<file path="src/inc/sideband_pkg.sv">
// Shared constants and types for the sideband controller.
// Assumes a 100 MHz core clock and an 8-bit register address.
package sideband_pkg;
    localparam int CLK_HZ = 100_000_000;
    // In-band packet symbols and headers
    localparam logic [7:0] SYM_K28_1 = 8'h3C;
    localparam logic [7:0] HDR_STATUS = 8'h80;
    localparam logic [7:0] HDR_ACK = 8'hC0;
    localparam logic [7:0] ACK_D1_MASK = 8'h37;
    localparam logic [7:0] STAT_D1_MASK = 8'h0F;
    localparam logic [7:0] PHY_D1_RSVD = 8'hC8;
    localparam logic [1:0] SPEED_RSVD = 2'b11;
    localparam logic [7:0] CRC_POLY = 8'h07;
    localparam logic [7:0] CRC_INIT = 8'h00;
    localparam logic [7:0] ZERO_BYTE = 8'h00;
    localparam logic [2:0] LAST_IDX = 3'd5;
    // Management bus
    localparam logic [7:0] MGMT_ADDR_WR = 8'hC8;
    localparam logic [1:0] SPD_100K = 2'b00;
    localparam logic [1:0] SPD_400K = 2'b01;
    localparam logic [1:0] SPD_1000K = 2'b10;
    localparam int F_100K = 100_000;
    localparam int F_400K = 400_000;
    localparam int F_1000K = 1_000_000;
    localparam int QTR_100K = (CLK_HZ + 4 * F_100K - 1) / (4 * F_100K);
    localparam int QTR_400K = (CLK_HZ + 4 * F_400K - 1) / (4 * F_400K);
    localparam int QTR_1000K = (CLK_HZ + 4 * F_1000K - 1) / (4 * F_1000K);
    localparam int TIMEOUT_MS = 25;
    localparam int HANG_MS = 35;
    localparam int TIMEOUT_CYC = (CLK_HZ / 1000) * TIMEOUT_MS;
    localparam int HANG_CYC = (CLK_HZ / 1000) * HANG_MS;
    // Register map
    localparam logic [7:0] REG_CTRL = 8'h00;
    localparam logic [7:0] REG_TX_DATA = 8'h04;
    localparam logic [7:0] REG_ACK_DATA = 8'h08;
    localparam logic [7:0] REG_STATUS = 8'h0C;
    localparam int CTRL_SEND = 0;
    localparam int CTRL_BUS = 1;
    localparam int CTRL_SPD_LSB = 2;

    typedef struct packed {
        logic [7:0] hdr;
        logic [7:0] d1;
        logic [7:0] d2;
        logic [7:0] rsv;
    } pkt_t;

    typedef struct packed {
        logic valid;
        logic k;
        logic [7:0] data;
    } sym_t;

    typedef enum logic [1:0] {
        M_IDLE = 2'b00,
        M_START = 2'b01,
        M_BITS = 2'b10,
        M_STOP = 2'b11
    } mst_t;
endpackage : sideband_pkg

</file>
<file path="src/rtl/sideband_controller.sv">
// Controller end of the PHY sideband: in-band symbol stream and management bus master.
// Assumes symbol streams are on CLK; bus pins are open drain with board pull-ups.
//
// Behaviour
// - Packet: K28.1, header, two data, zero, CRC
// - CRC covers header, data, reserved, not K28.1
// - Acknowledge header is 0xC0
// - Ack byte one: bits 7:6,3 zero
// - Ack byte one bit 4: receive idle state
// - Ack byte two carries link flags
// - Speed code 11b never sent
// - Controller status header is 0x80
// - Status byte one: bits 7:4 reserved
// - Status byte two: reset, power, state, LED
// - Management bus carries same traffic in sleep
// - Bus lines only pulled low or released
// - Bus speed 100, 400 or 1000 kHz
//
// The address map and the address-and-strobe port were chosen for this implementation.
`timescale 1ns/1ps
`default_nettype none
module sideband_controller #(
    parameter int T_TIMEOUT = sideband_pkg::TIMEOUT_CYC,
    parameter int T_HANG = sideband_pkg::HANG_CYC
) (
    input wire logic CLK,
    input wire logic SRST,
    input wire logic [7:0] ADDR,
    input wire logic [31:0] WDATA,
    input wire logic WR,
    input wire logic RD,
    output logic [31:0] RDATA,
    output var sideband_pkg::sym_t TX_SYM,
    input wire logic TX_READY,
    input wire sideband_pkg::sym_t RX_SYM,
    input wire logic SCL_IN,
    output logic SCL_OUT,
    output logic SCL_OE,
    input wire logic SDA_IN,
    output logic SDA_OUT,
    output logic SDA_OE
);
    import sideband_pkg::*;

    function automatic logic [7:0] pick(input pkt_t p, input logic [7:0] c,
                                        input logic [2:0] i, input logic [7:0] first);
        case (i)
            3'd0: pick = first;
            3'd1: pick = p.hdr;
            3'd2: pick = p.d1;
            3'd3: pick = p.d2;
            3'd4: pick = p.rsv;
            default: pick = c;
        endcase
    endfunction : pick

    logic [7:0] st_d1, st_d2, ack_d1, ack_d2;
    logic bus_sel;
    logic [1:0] speed;
    logic ack_pending, status_pending, await_ack;
    logic status_new, ack_seen, mgmt_nack, mgmt_fault;
    logic [15:0] phy_status;
    pkt_t job_pkt;
    logic job_is_ack, job_busy, job_on_bus;
    logic [2:0] tx_idx, out_idx;
    logic out_ack;
    logic [2:0] rx_cnt;
    pkt_t rx_pkt;
    logic [7:0] rx_crc, rx_crc_next;
    mst_t mst;
    logic [1:0] phase;
    logic [2:0] byte_i;
    logic [3:0] bit_i;
    logic scl_low, sda_low, nack;
    logic [7:0] qtr_cnt;
    logic [21:0] stretch_cnt, low_cnt;
    logic scl_m, scl_s, sda_m, sda_s;

    ////////////////////////////////////////////////////////////////////////////////
    // Register decode
    wire wr_ctrl = WR && (ADDR == REG_CTRL);
    wire wr_tx = WR && (ADDR == REG_TX_DATA);
    wire wr_ack = WR && (ADDR == REG_ACK_DATA);
    wire rd_status = RD && (ADDR == REG_STATUS);
    wire [1:0] wr_speed = WDATA[CTRL_SPD_LSB +: 2];
    wire start_job = !job_busy && (ack_pending || status_pending);
    wire [31:0] status_word = {10'h000, await_ack, mgmt_fault, mgmt_nack, job_busy,
                               ack_seen, status_new, phy_status};
    wire [31:0] rd_mux = (ADDR == REG_CTRL) ? {28'h0000_000, speed, bus_sel, 1'b0} :
                         (ADDR == REG_TX_DATA) ? {16'h0000, st_d2, st_d1} :
                         (ADDR == REG_ACK_DATA) ? {16'h0000, ack_d2, ack_d1} :
                         (ADDR == REG_STATUS) ? status_word : 32'h0000_0000;

    // Software settings; reserved fields are masked so they can never go out
    always_ff @(posedge CLK) begin
        if (SRST) begin
            bus_sel <= 1'b0;
            speed <= SPD_100K;
            st_d1 <= ZERO_BYTE;
            st_d2 <= ZERO_BYTE;
            ack_d1 <= ZERO_BYTE;
            ack_d2 <= ZERO_BYTE;
        end else begin
            if (wr_ctrl) begin
                bus_sel <= WDATA[CTRL_BUS];
                if (wr_speed != SPEED_RSVD) speed <= wr_speed;
            end
            if (wr_tx) begin
                st_d1 <= WDATA[7:0] & STAT_D1_MASK;
                st_d2 <= WDATA[15:8];
            end
            if (wr_ack) begin
                ack_d1 <= WDATA[7:0] & ACK_D1_MASK;
                ack_d2[7:2] <= WDATA[15:10];
                if (WDATA[9:8] != SPEED_RSVD) ack_d2[1:0] <= WDATA[9:8];
            end
        end
    end

    // Read data stand only in the cycle after the strobe
    always_ff @(posedge CLK) begin
        if (SRST) RDATA <= 32'h0000_0000;
        else RDATA <= RD ? rd_mux : 32'h0000_0000;
    end

    ////////////////////////////////////////////////////////////////////////////////
    // Receive path: a K28.1 always resynchronises, so a torn packet cannot stick
    wire rx_go = RX_SYM.valid && RX_SYM.k && (RX_SYM.data == SYM_K28_1);
    wire rx_end = RX_SYM.valid && !RX_SYM.k && (rx_cnt == LAST_IDX);
    wire rx_good = rx_end && (RX_SYM.data == rx_crc) && (rx_pkt.rsv == ZERO_BYTE);
    wire rx_status = rx_good && (rx_pkt.hdr == HDR_STATUS) &&
                     ((rx_pkt.d1 & PHY_D1_RSVD) == ZERO_BYTE);
    wire rx_ack = rx_good && (rx_pkt.hdr == HDR_ACK) &&
                  (rx_pkt.d1 == ZERO_BYTE) && (rx_pkt.d2 == ZERO_BYTE);

    crc8_step u_rx_crc (
        .crc_in(rx_crc),
        .data(RX_SYM.data),
        .crc_out(rx_crc_next)
    );

    // Bytes shift in so the header lands in the top field
    always_ff @(posedge CLK) begin
        if (SRST) begin
            rx_cnt <= 3'd0;
            rx_crc <= CRC_INIT;
            rx_pkt <= '0;
        end else if (rx_go) begin
            rx_cnt <= 3'd1;
            rx_crc <= CRC_INIT;
        end else if (RX_SYM.valid) begin
            if (RX_SYM.k || rx_cnt == 3'd0 || rx_cnt == LAST_IDX) begin
                rx_cnt <= 3'd0;
            end else begin
                rx_pkt <= {rx_pkt[23:0], RX_SYM.data};
                rx_crc <= rx_crc_next;
                rx_cnt <= rx_cnt + 3'd1;
            end
        end
    end

    // Sticky flags: a new event wins over a read that clears it
    always_ff @(posedge CLK) begin
        if (SRST) begin
            phy_status <= 16'h0000;
            status_new <= 1'b0;
            ack_seen <= 1'b0;
            ack_pending <= 1'b0;
            status_pending <= 1'b0;
            await_ack <= 1'b0;
        end else begin
            if (rx_status) phy_status <= {rx_pkt.d2, rx_pkt.d1};
            status_new <= rx_status || (status_new && !rd_status);
            ack_seen <= rx_ack || (ack_seen && !rd_status);
            ack_pending <= rx_status || (ack_pending && !(start_job && ack_pending));
            status_pending <= (wr_ctrl && WDATA[CTRL_SEND]) ||
                              (status_pending && !(start_job && !ack_pending));
            await_ack <= (start_job && !ack_pending) || (await_ack && !rx_ack);
        end
    end

    ////////////////////////////////////////////////////////////////////////////////
    // Job latch: answering the PHY goes ahead of our own status
    pkt_t next_job;
    assign next_job = ack_pending ? pkt_t'{HDR_ACK, ack_d1, ack_d2, ZERO_BYTE}
                                  : pkt_t'{HDR_STATUS, st_d1, st_d2, ZERO_BYTE};
    logic [7:0] chain [0:4];
    assign chain[0] = CRC_INIT;
    for (genvar g = 0; g < 4; g++) begin : g_tx_crc
        crc8_step u_tx_crc (
            .crc_in(chain[g]),
            .data(job_pkt[31 - 8 * g -: 8]),
            .crc_out(chain[g + 1])
        );
    end
    wire [7:0] crc_tx = chain[4];
    wire tx_load = job_busy && !job_on_bus && (!TX_SYM.valid || TX_READY);
    wire [7:0] tx_byte = pick(job_pkt, crc_tx, tx_idx, SYM_K28_1);
    wire tick = (mst != M_IDLE) && (qtr_cnt == 8'h00);
    wire bus_end = tick && (mst == M_STOP) && (phase == 2'd3);
    wire hang_trip = (low_cnt > 22'(T_HANG)) && (scl_low || sda_low);
    wire timeout_trip = stretch_cnt >= 22'(T_TIMEOUT);

    always_ff @(posedge CLK) begin
        if (SRST) begin
            job_busy <= 1'b0;
            job_on_bus <= 1'b0;
            job_is_ack <= 1'b0;
            job_pkt <= '0;
        end else if (start_job) begin
            job_busy <= 1'b1;
            job_on_bus <= bus_sel;
            job_is_ack <= ack_pending;
            job_pkt <= next_job;
        end else if ((tx_load && tx_idx == LAST_IDX) || bus_end ||
                     (hang_trip && mst != M_IDLE)) begin
            job_busy <= 1'b0;
        end
    end

    // Symbol output register; each symbol stands until TX_READY takes it
    always_ff @(posedge CLK) begin
        if (SRST) begin
            TX_SYM <= '0;
            tx_idx <= 3'd0;
            out_idx <= 3'd0;
            out_ack <= 1'b0;
        end else begin
            if (start_job) tx_idx <= 3'd0;
            if (tx_load) begin
                TX_SYM <= sym_t'{1'b1, (tx_idx == 3'd0), tx_byte};
                out_idx <= tx_idx;
                out_ack <= job_is_ack;
                tx_idx <= tx_idx + 3'd1;
            end else if (TX_READY) begin
                TX_SYM.valid <= 1'b0;
            end
        end
    end

    ////////////////////////////////////////////////////////////////////////////////
    // Management bus master: quarter-bit divider, synchronised pins
    wire [7:0] qtr_len = (speed == SPD_1000K) ? 8'(QTR_1000K - 1) :
                         (speed == SPD_400K) ? 8'(QTR_400K - 1) : 8'(QTR_100K - 1);
    wire [7:0] bus_byte = (byte_i == 3'd0) ? MGMT_ADDR_WR :
                          pick(job_pkt, crc_tx, byte_i, ZERO_BYTE);
    wire bus_bit = bus_byte[3'd7 - bit_i[2:0]];
    wire bus_go = start_job && bus_sel;

    always_ff @(posedge CLK) begin
        if (SRST) begin
            scl_m <= 1'b1;
            scl_s <= 1'b1;
            sda_m <= 1'b1;
            sda_s <= 1'b1;
            qtr_cnt <= 8'h00;
        end else begin
            scl_m <= SCL_IN;
            scl_s <= scl_m;
            sda_m <= SDA_IN;
            sda_s <= sda_m;
            qtr_cnt <= (mst == M_IDLE || qtr_cnt == 8'h00) ? qtr_len : qtr_cnt - 8'h01;
        end
    end

    // Watchdogs: stretch while we release the clock, any line held low
    always_ff @(posedge CLK) begin
        if (SRST) begin
            stretch_cnt <= 22'h00_0000;
            low_cnt <= 22'h00_0000;
        end else begin
            if (mst != M_IDLE && !scl_low && !scl_s && !timeout_trip)
                stretch_cnt <= stretch_cnt + 22'h00_0001;
            else if (scl_s || mst == M_IDLE)
                stretch_cnt <= 22'h00_0000;
            if (scl_s && sda_s) low_cnt <= 22'h00_0000;
            else if (low_cnt != 22'h3F_FFFF) low_cnt <= low_cnt + 22'h00_0001;
        end
    end

    // Bit engine: phase 0 data, 1 clock up, 2 wait high and sample, 3 clock down
    always_ff @(posedge CLK) begin
        if (SRST) begin
            mst <= M_IDLE;
            phase <= 2'd0;
            byte_i <= 3'd0;
            bit_i <= 4'd0;
            scl_low <= 1'b0;
            sda_low <= 1'b0;
            nack <= 1'b0;
        end else if (hang_trip) begin
            mst <= M_IDLE;
            scl_low <= 1'b0;
            sda_low <= 1'b0;
        end else if ((mst == M_START || mst == M_BITS) && timeout_trip) begin
            mst <= M_STOP;
            phase <= 2'd0;
        end else if (mst == M_IDLE) begin
            if (bus_go) begin
                mst <= M_START;
                phase <= 2'd0;
                byte_i <= 3'd0;
                bit_i <= 4'd0;
                nack <= 1'b0;
            end
        end else if (tick) begin
            unique case (mst)
                M_IDLE: ;
                M_START: begin
                    if (phase == 2'd0) phase <= 2'd1;
                    else if (phase == 2'd1 && scl_s && sda_s) begin
                        sda_low <= 1'b1;
                        phase <= 2'd2;
                    end else if (phase == 2'd2) begin
                        scl_low <= 1'b1;
                        mst <= M_BITS;
                        phase <= 2'd0;
                    end
                end
                M_BITS: begin
                    if (phase == 2'd0) begin
                        sda_low <= (bit_i == 4'd8) ? 1'b0 : !bus_bit;
                        phase <= 2'd1;
                    end else if (phase == 2'd1) begin
                        scl_low <= 1'b0;
                        phase <= 2'd2;
                    end else if (phase == 2'd2) begin
                        if (scl_s) begin
                            if (bit_i == 4'd8 && sda_s) nack <= 1'b1;
                            phase <= 2'd3;
                        end
                    end else begin
                        scl_low <= 1'b1;
                        phase <= 2'd0;
                        if (bit_i != 4'd8) bit_i <= bit_i + 4'd1;
                        else if (nack || byte_i == LAST_IDX) mst <= M_STOP;
                        else begin
                            bit_i <= 4'd0;
                            byte_i <= byte_i + 3'd1;
                        end
                    end
                end
                M_STOP: begin
                    if (phase == 2'd0) begin
                        scl_low <= 1'b1;
                        sda_low <= 1'b1;
                        phase <= 2'd1;
                    end else if (phase == 2'd1) begin
                        scl_low <= 1'b0;
                        phase <= 2'd2;
                    end else if (phase == 2'd2) begin
                        if (scl_s) phase <= 2'd3;
                    end else begin
                        sda_low <= 1'b0;
                        mst <= M_IDLE;
                    end
                end
            endcase
        end
    end

    // Error flags, cleared by reading the status word; a new error wins
    always_ff @(posedge CLK) begin
        if (SRST) begin
            mgmt_nack <= 1'b0;
            mgmt_fault <= 1'b0;
        end else begin
            mgmt_nack <= bus_end && nack || (mgmt_nack && !rd_status);
            mgmt_fault <= (hang_trip || (timeout_trip && mst != M_IDLE)) ||
                          (mgmt_fault && !rd_status);
        end
    end

    // Open drain: only ever drive low
    assign SCL_OUT = 1'b0;
    assign SDA_OUT = 1'b0;
    assign SCL_OE = scl_low;
    assign SDA_OE = sda_low;
endmodule : sideband_controller
`default_nettype wire

</file>
<file path="src/rtl/crc8_step.sv">
// One byte step of the CRC-8 used on in-band packets.
// Purely combinational; the caller holds the running value.
`timescale 1ns/1ps
`default_nettype none
module crc8_step (
    input wire logic [7:0] crc_in,
    input wire logic [7:0] data,
    output logic [7:0] crc_out
);
    import sideband_pkg::*;

    // MSB first shift through x^8+x^2+x+1
    always_comb begin
        logic [7:0] c;
        c = crc_in ^ data;
        for (int i = 0; i < 8; i++) begin
            c = c[7] ? ({c[6:0], 1'b0} ^ CRC_POLY) : {c[6:0], 1'b0};
        end
        crc_out = c;
    end
endmodule : crc8_step
`default_nettype wire

</file>
<file path="config.mk">
export PLATFORM = sky130hd
export DESIGN_NAME = sideband_controller
export DESIGN_NICKNAME = d
export VERILOG_FILES = /design/src/inc/sideband_pkg.sv /design/src/rtl/sideband_controller.sv /design/src/rtl/crc8_step.sv
export SDC_FILE = /design/constraint.sdc
export NUM_CORES = 1
export LEC_CHECK = 0
export BUFFER_PORTS_ARGS = -buffer_cell sky130_fd_sc_hd__buf_4
export CAP_MARGIN = 20
export CORE_MARGIN = 1.5
export CORE_UTILIZATION = 40
export DETAILED_ROUTE_END_ITERATION = 10
export HOLD_SLACK_MARGIN = 0.1
export SYNTH_ARGS = -nofsm -noshare
export SYNTH_HDL_FRONTEND = slang
export SYNTH_SLANG_ARGS = --single-unit
</file>
<file path="constraint.sdc">
create_clock -name CLK -period 3.35 [get_ports CLK]
set_input_delay 0.5025 -clock CLK [delete_from_list [all_inputs] [get_ports CLK]]
set_output_delay 0.5025 -clock CLK [all_outputs]
set_load 0.01 [all_outputs]
</file>
==> impl_metrics.ini <==
[sta]
setup_slack_ns = 0.724
relSlewSlack = 0.342
final.setup.tns_ns = 0
hold_viol = 0
tightest_slew_ns = 0.984
hold_ws_ns = 0.177
finalSetupViolations = 0
min_period_ns = 2.63
period_share = 0.784
rsz0062_at_grt = false
fmax_mhz = 381
skew_ns = 0.0159
final_max_slew_viol_count = 0

[worst_setup_path]
required_ns = 3.74
reg2reg_from = rx_crc[5]
path_max_fanout = 17
crit_path_end = phy_status[8]
reg2reg_to = phy_status[8]
r2r_setup_slack_ns = 0.72
worstSetupStartpointType = flop
worstPathArrival_ns = 3.02
worstSetupPathType = reg -> reg
reg2reg_depth = 9
critPathCaptureType = flop
critPathLaunch = rx_crc[5]

[route]
drt_iter0_markers = 448
post_drt_via_cell_ratio = 5.19
ant_nets = 0
first_pass_iters = 5
totalWireLength_mm = 24.4
num_vias = 8387
wl_per_cell_um = 15.1
detail_route.drc_violations = 0

[global_route]
grt_pass1_wl_mm = 40.5
grt_use_total = 0.175
overflow = 0
grt_max_degree = 66
antenna_found_initial = 0
grt_pass1_vias = 8012

[yosys]
yosys.area.top_type = dfxtp_1
synth.avg_cell_area_um2 = 8.62
synth_cells = 1227
ys_seq_area_frac = 0.411
synthFlopType = dfxtp_1
synth.mux.area_fraction = 0.0535
synth-adder-area-share = 0.0402
synthesis.area_um2 = 10600
yosys_warnings = 0
synth-edff-count = 0
netlist.area_leader.share = 0.411
synthArstFlopShare = 0
synth-xor-area-share = 0.0985
synth_compound_area_frac = 0.129
synthSimpleGateAreaFrac = 0.219
ys_seq_elements = 217
ys_types = 68
synth_top_family_by_area = simple AND/OR/NAND/NOR gates
ys_top_cells_by_area = dfxtp_1 41%, nor2_1 6.3%, mux2i_1 4.9%

[pwr]
pwr-share-clk = 0.476
power.share.switching = 0.215
p_per_area_nw_per_um2 = 439
p_seq_frac = 0.490
switching_power_mw = 1.14
p_leak_nw = 4.55
p_comb_frac = 0.034
p_int_mw = 4.16
peakVddDrop_mv = 0.315

[placed_design]
pre_cts_ws_ns = 0.394
io_buffers = 72
gp_congestion = 0.859
dp_hpwl_mm = 17.1
post-place-cells = 1574

[clock_network]
cts_tree = yes
clkLatencyLatePin_ns = 0.51
clockBufferDepth = 3
ctsRootBufferMaster = clkbuf_16
postCtsSetupRepairBufs = 0
clkTransAtPathRegs_ns = 0.06
h-tree-depth = 1
numCtsBuffers = 24
clock_sinks = 217
ctsResizeCount = 0
ctsHoldBuffers = 0

[final_layout]
n_antenna_cell = 0
fin_util = 0.465
final_common_cell = dfxtp_1
layout_common_cells = 217 x dfxtp_1, 176 x nor2_1, 116 x nand2_1
area_growth_pct = 14.2
stdcell_count = 1617
finish.net_count = 1356
drive_gt1_frac = 0.112

[run]
maxCapViolCount = 0

[floorplan]
die_h_um = 166
io_pins = 103
die_area_um2 = 27400
fp-row-count = 59
die_width_um = 166
initial_core_util = 0.407
core_um2 = 26000

[min_path]
holdCritPathClass = in -> reg

[status]
status = finished, final reports clean
[worst min-delay path by stage]
| stage | startpoint | end | slack (ns) | depth (start not counted) |
|---|---|---|---|---|
| after global placement | sda_m | sda_s | 0.40 | 1 |
| after floorplan | scl_m | scl_s | 0.39 | 1 |
| after detailed placement | sda_m | sda_s | 0.40 | 1 |
| final | SCL_IN | scl_m | 0.18 | 2 |
| after global routing | SCL_IN | scl_m | 0.17 | 2 |
| after CTS | SCL_IN | scl_m | 0.16 | 2 |
[critical path, stage by stage, from the launching register on]
cell	delay, ns
dfxtp_1	0.32
xnor2_1	0.33
ha_1	0.22
nor4bb_1	0.28
nand4_1	0.12
nor4_1	0.45
nor2b_2	0.22
buf_4	0.28
mux2i_1	0.23
nor2_1	0.05
[final cells by class]
type	count	area, um^2
Clock buffer	38	734
Timing Repair Buffer	85	638
Sequential cell	217	4340
Clock inverter	5	27.5
Multi-Input combinational cell	902	5780
Inverter	35	131
Tap cell	335	419
Fill cell	2561	13900
[per-layer routing]
layer / part of all wire / vias to the layer above / track usage
met3: 0.045 / 36 / 0.0232
met4: 0.017 / 0 / 0.0384
li1: - / 4309 / -
met2: 0.46 / 181 / 0.285
met1: 0.48 / 3861 / 0.247
met5: 0 / - / 0
[power by group through the flow]
stage,Clock (mW),Sequential [mW],Combinational [mW]
CTS,2.60,2.60,0.181
global placement,0,2.65,0.180
finish,2.52,2.60,0.180
detailed placement,0,2.65,0.180
global route,2.69,2.60,0.199
floorplan,0,2.65,0.120
[synth_stat cells, drive strengths merged (23+ instances only)]
library cell,n
a211oi,29
a21oi,98
buf,30
clkbuf,54
dfxtp,217
ha,34
inv,35
mux2i,52
nand2,116
nand3,27
nor2,178
nor3,36
o21ai,23
xnor2,53
xor2,40
[through the flow]
step | area (um^2) | total power [mW]
3_3_place_gp | 11300 | 2.83
3_5_place_dp | 11300 | 2.83
2_1_floorplan | 10600 | 2.77
6_report | 12100 | 5.30
5_1_grt | 12100 | 5.49
4_1_cts | 12100 | 5.37
[cell families (layout without fill, tap and decap cells)]
kind of cell	after synthesis	in the layout
and+or+nand+nor	486	486
other	1	12
AOI/OAI and AO/OA	213	213
DFF	217	217
muxes	54	54
buffers and inverters	119	163
adders and majority gates	34	34
xor gates and xnor gates	103	103
[sequential cells by signal, summed over array words and instances, names as in the netlist, 4 cells and up]
name,count
job_pkt,16
st_d2,8
TX_SYM,10
ack_d2,8
RDATA,22
rx_crc,8
rx_pkt,32
bit_i,4
low_cnt,22
ack_d1,5
phy_status,16
stretch_cnt,22
st_d1,4
qtr_cnt,8
No activity file was read; power rests on OpenSTA's default activity.
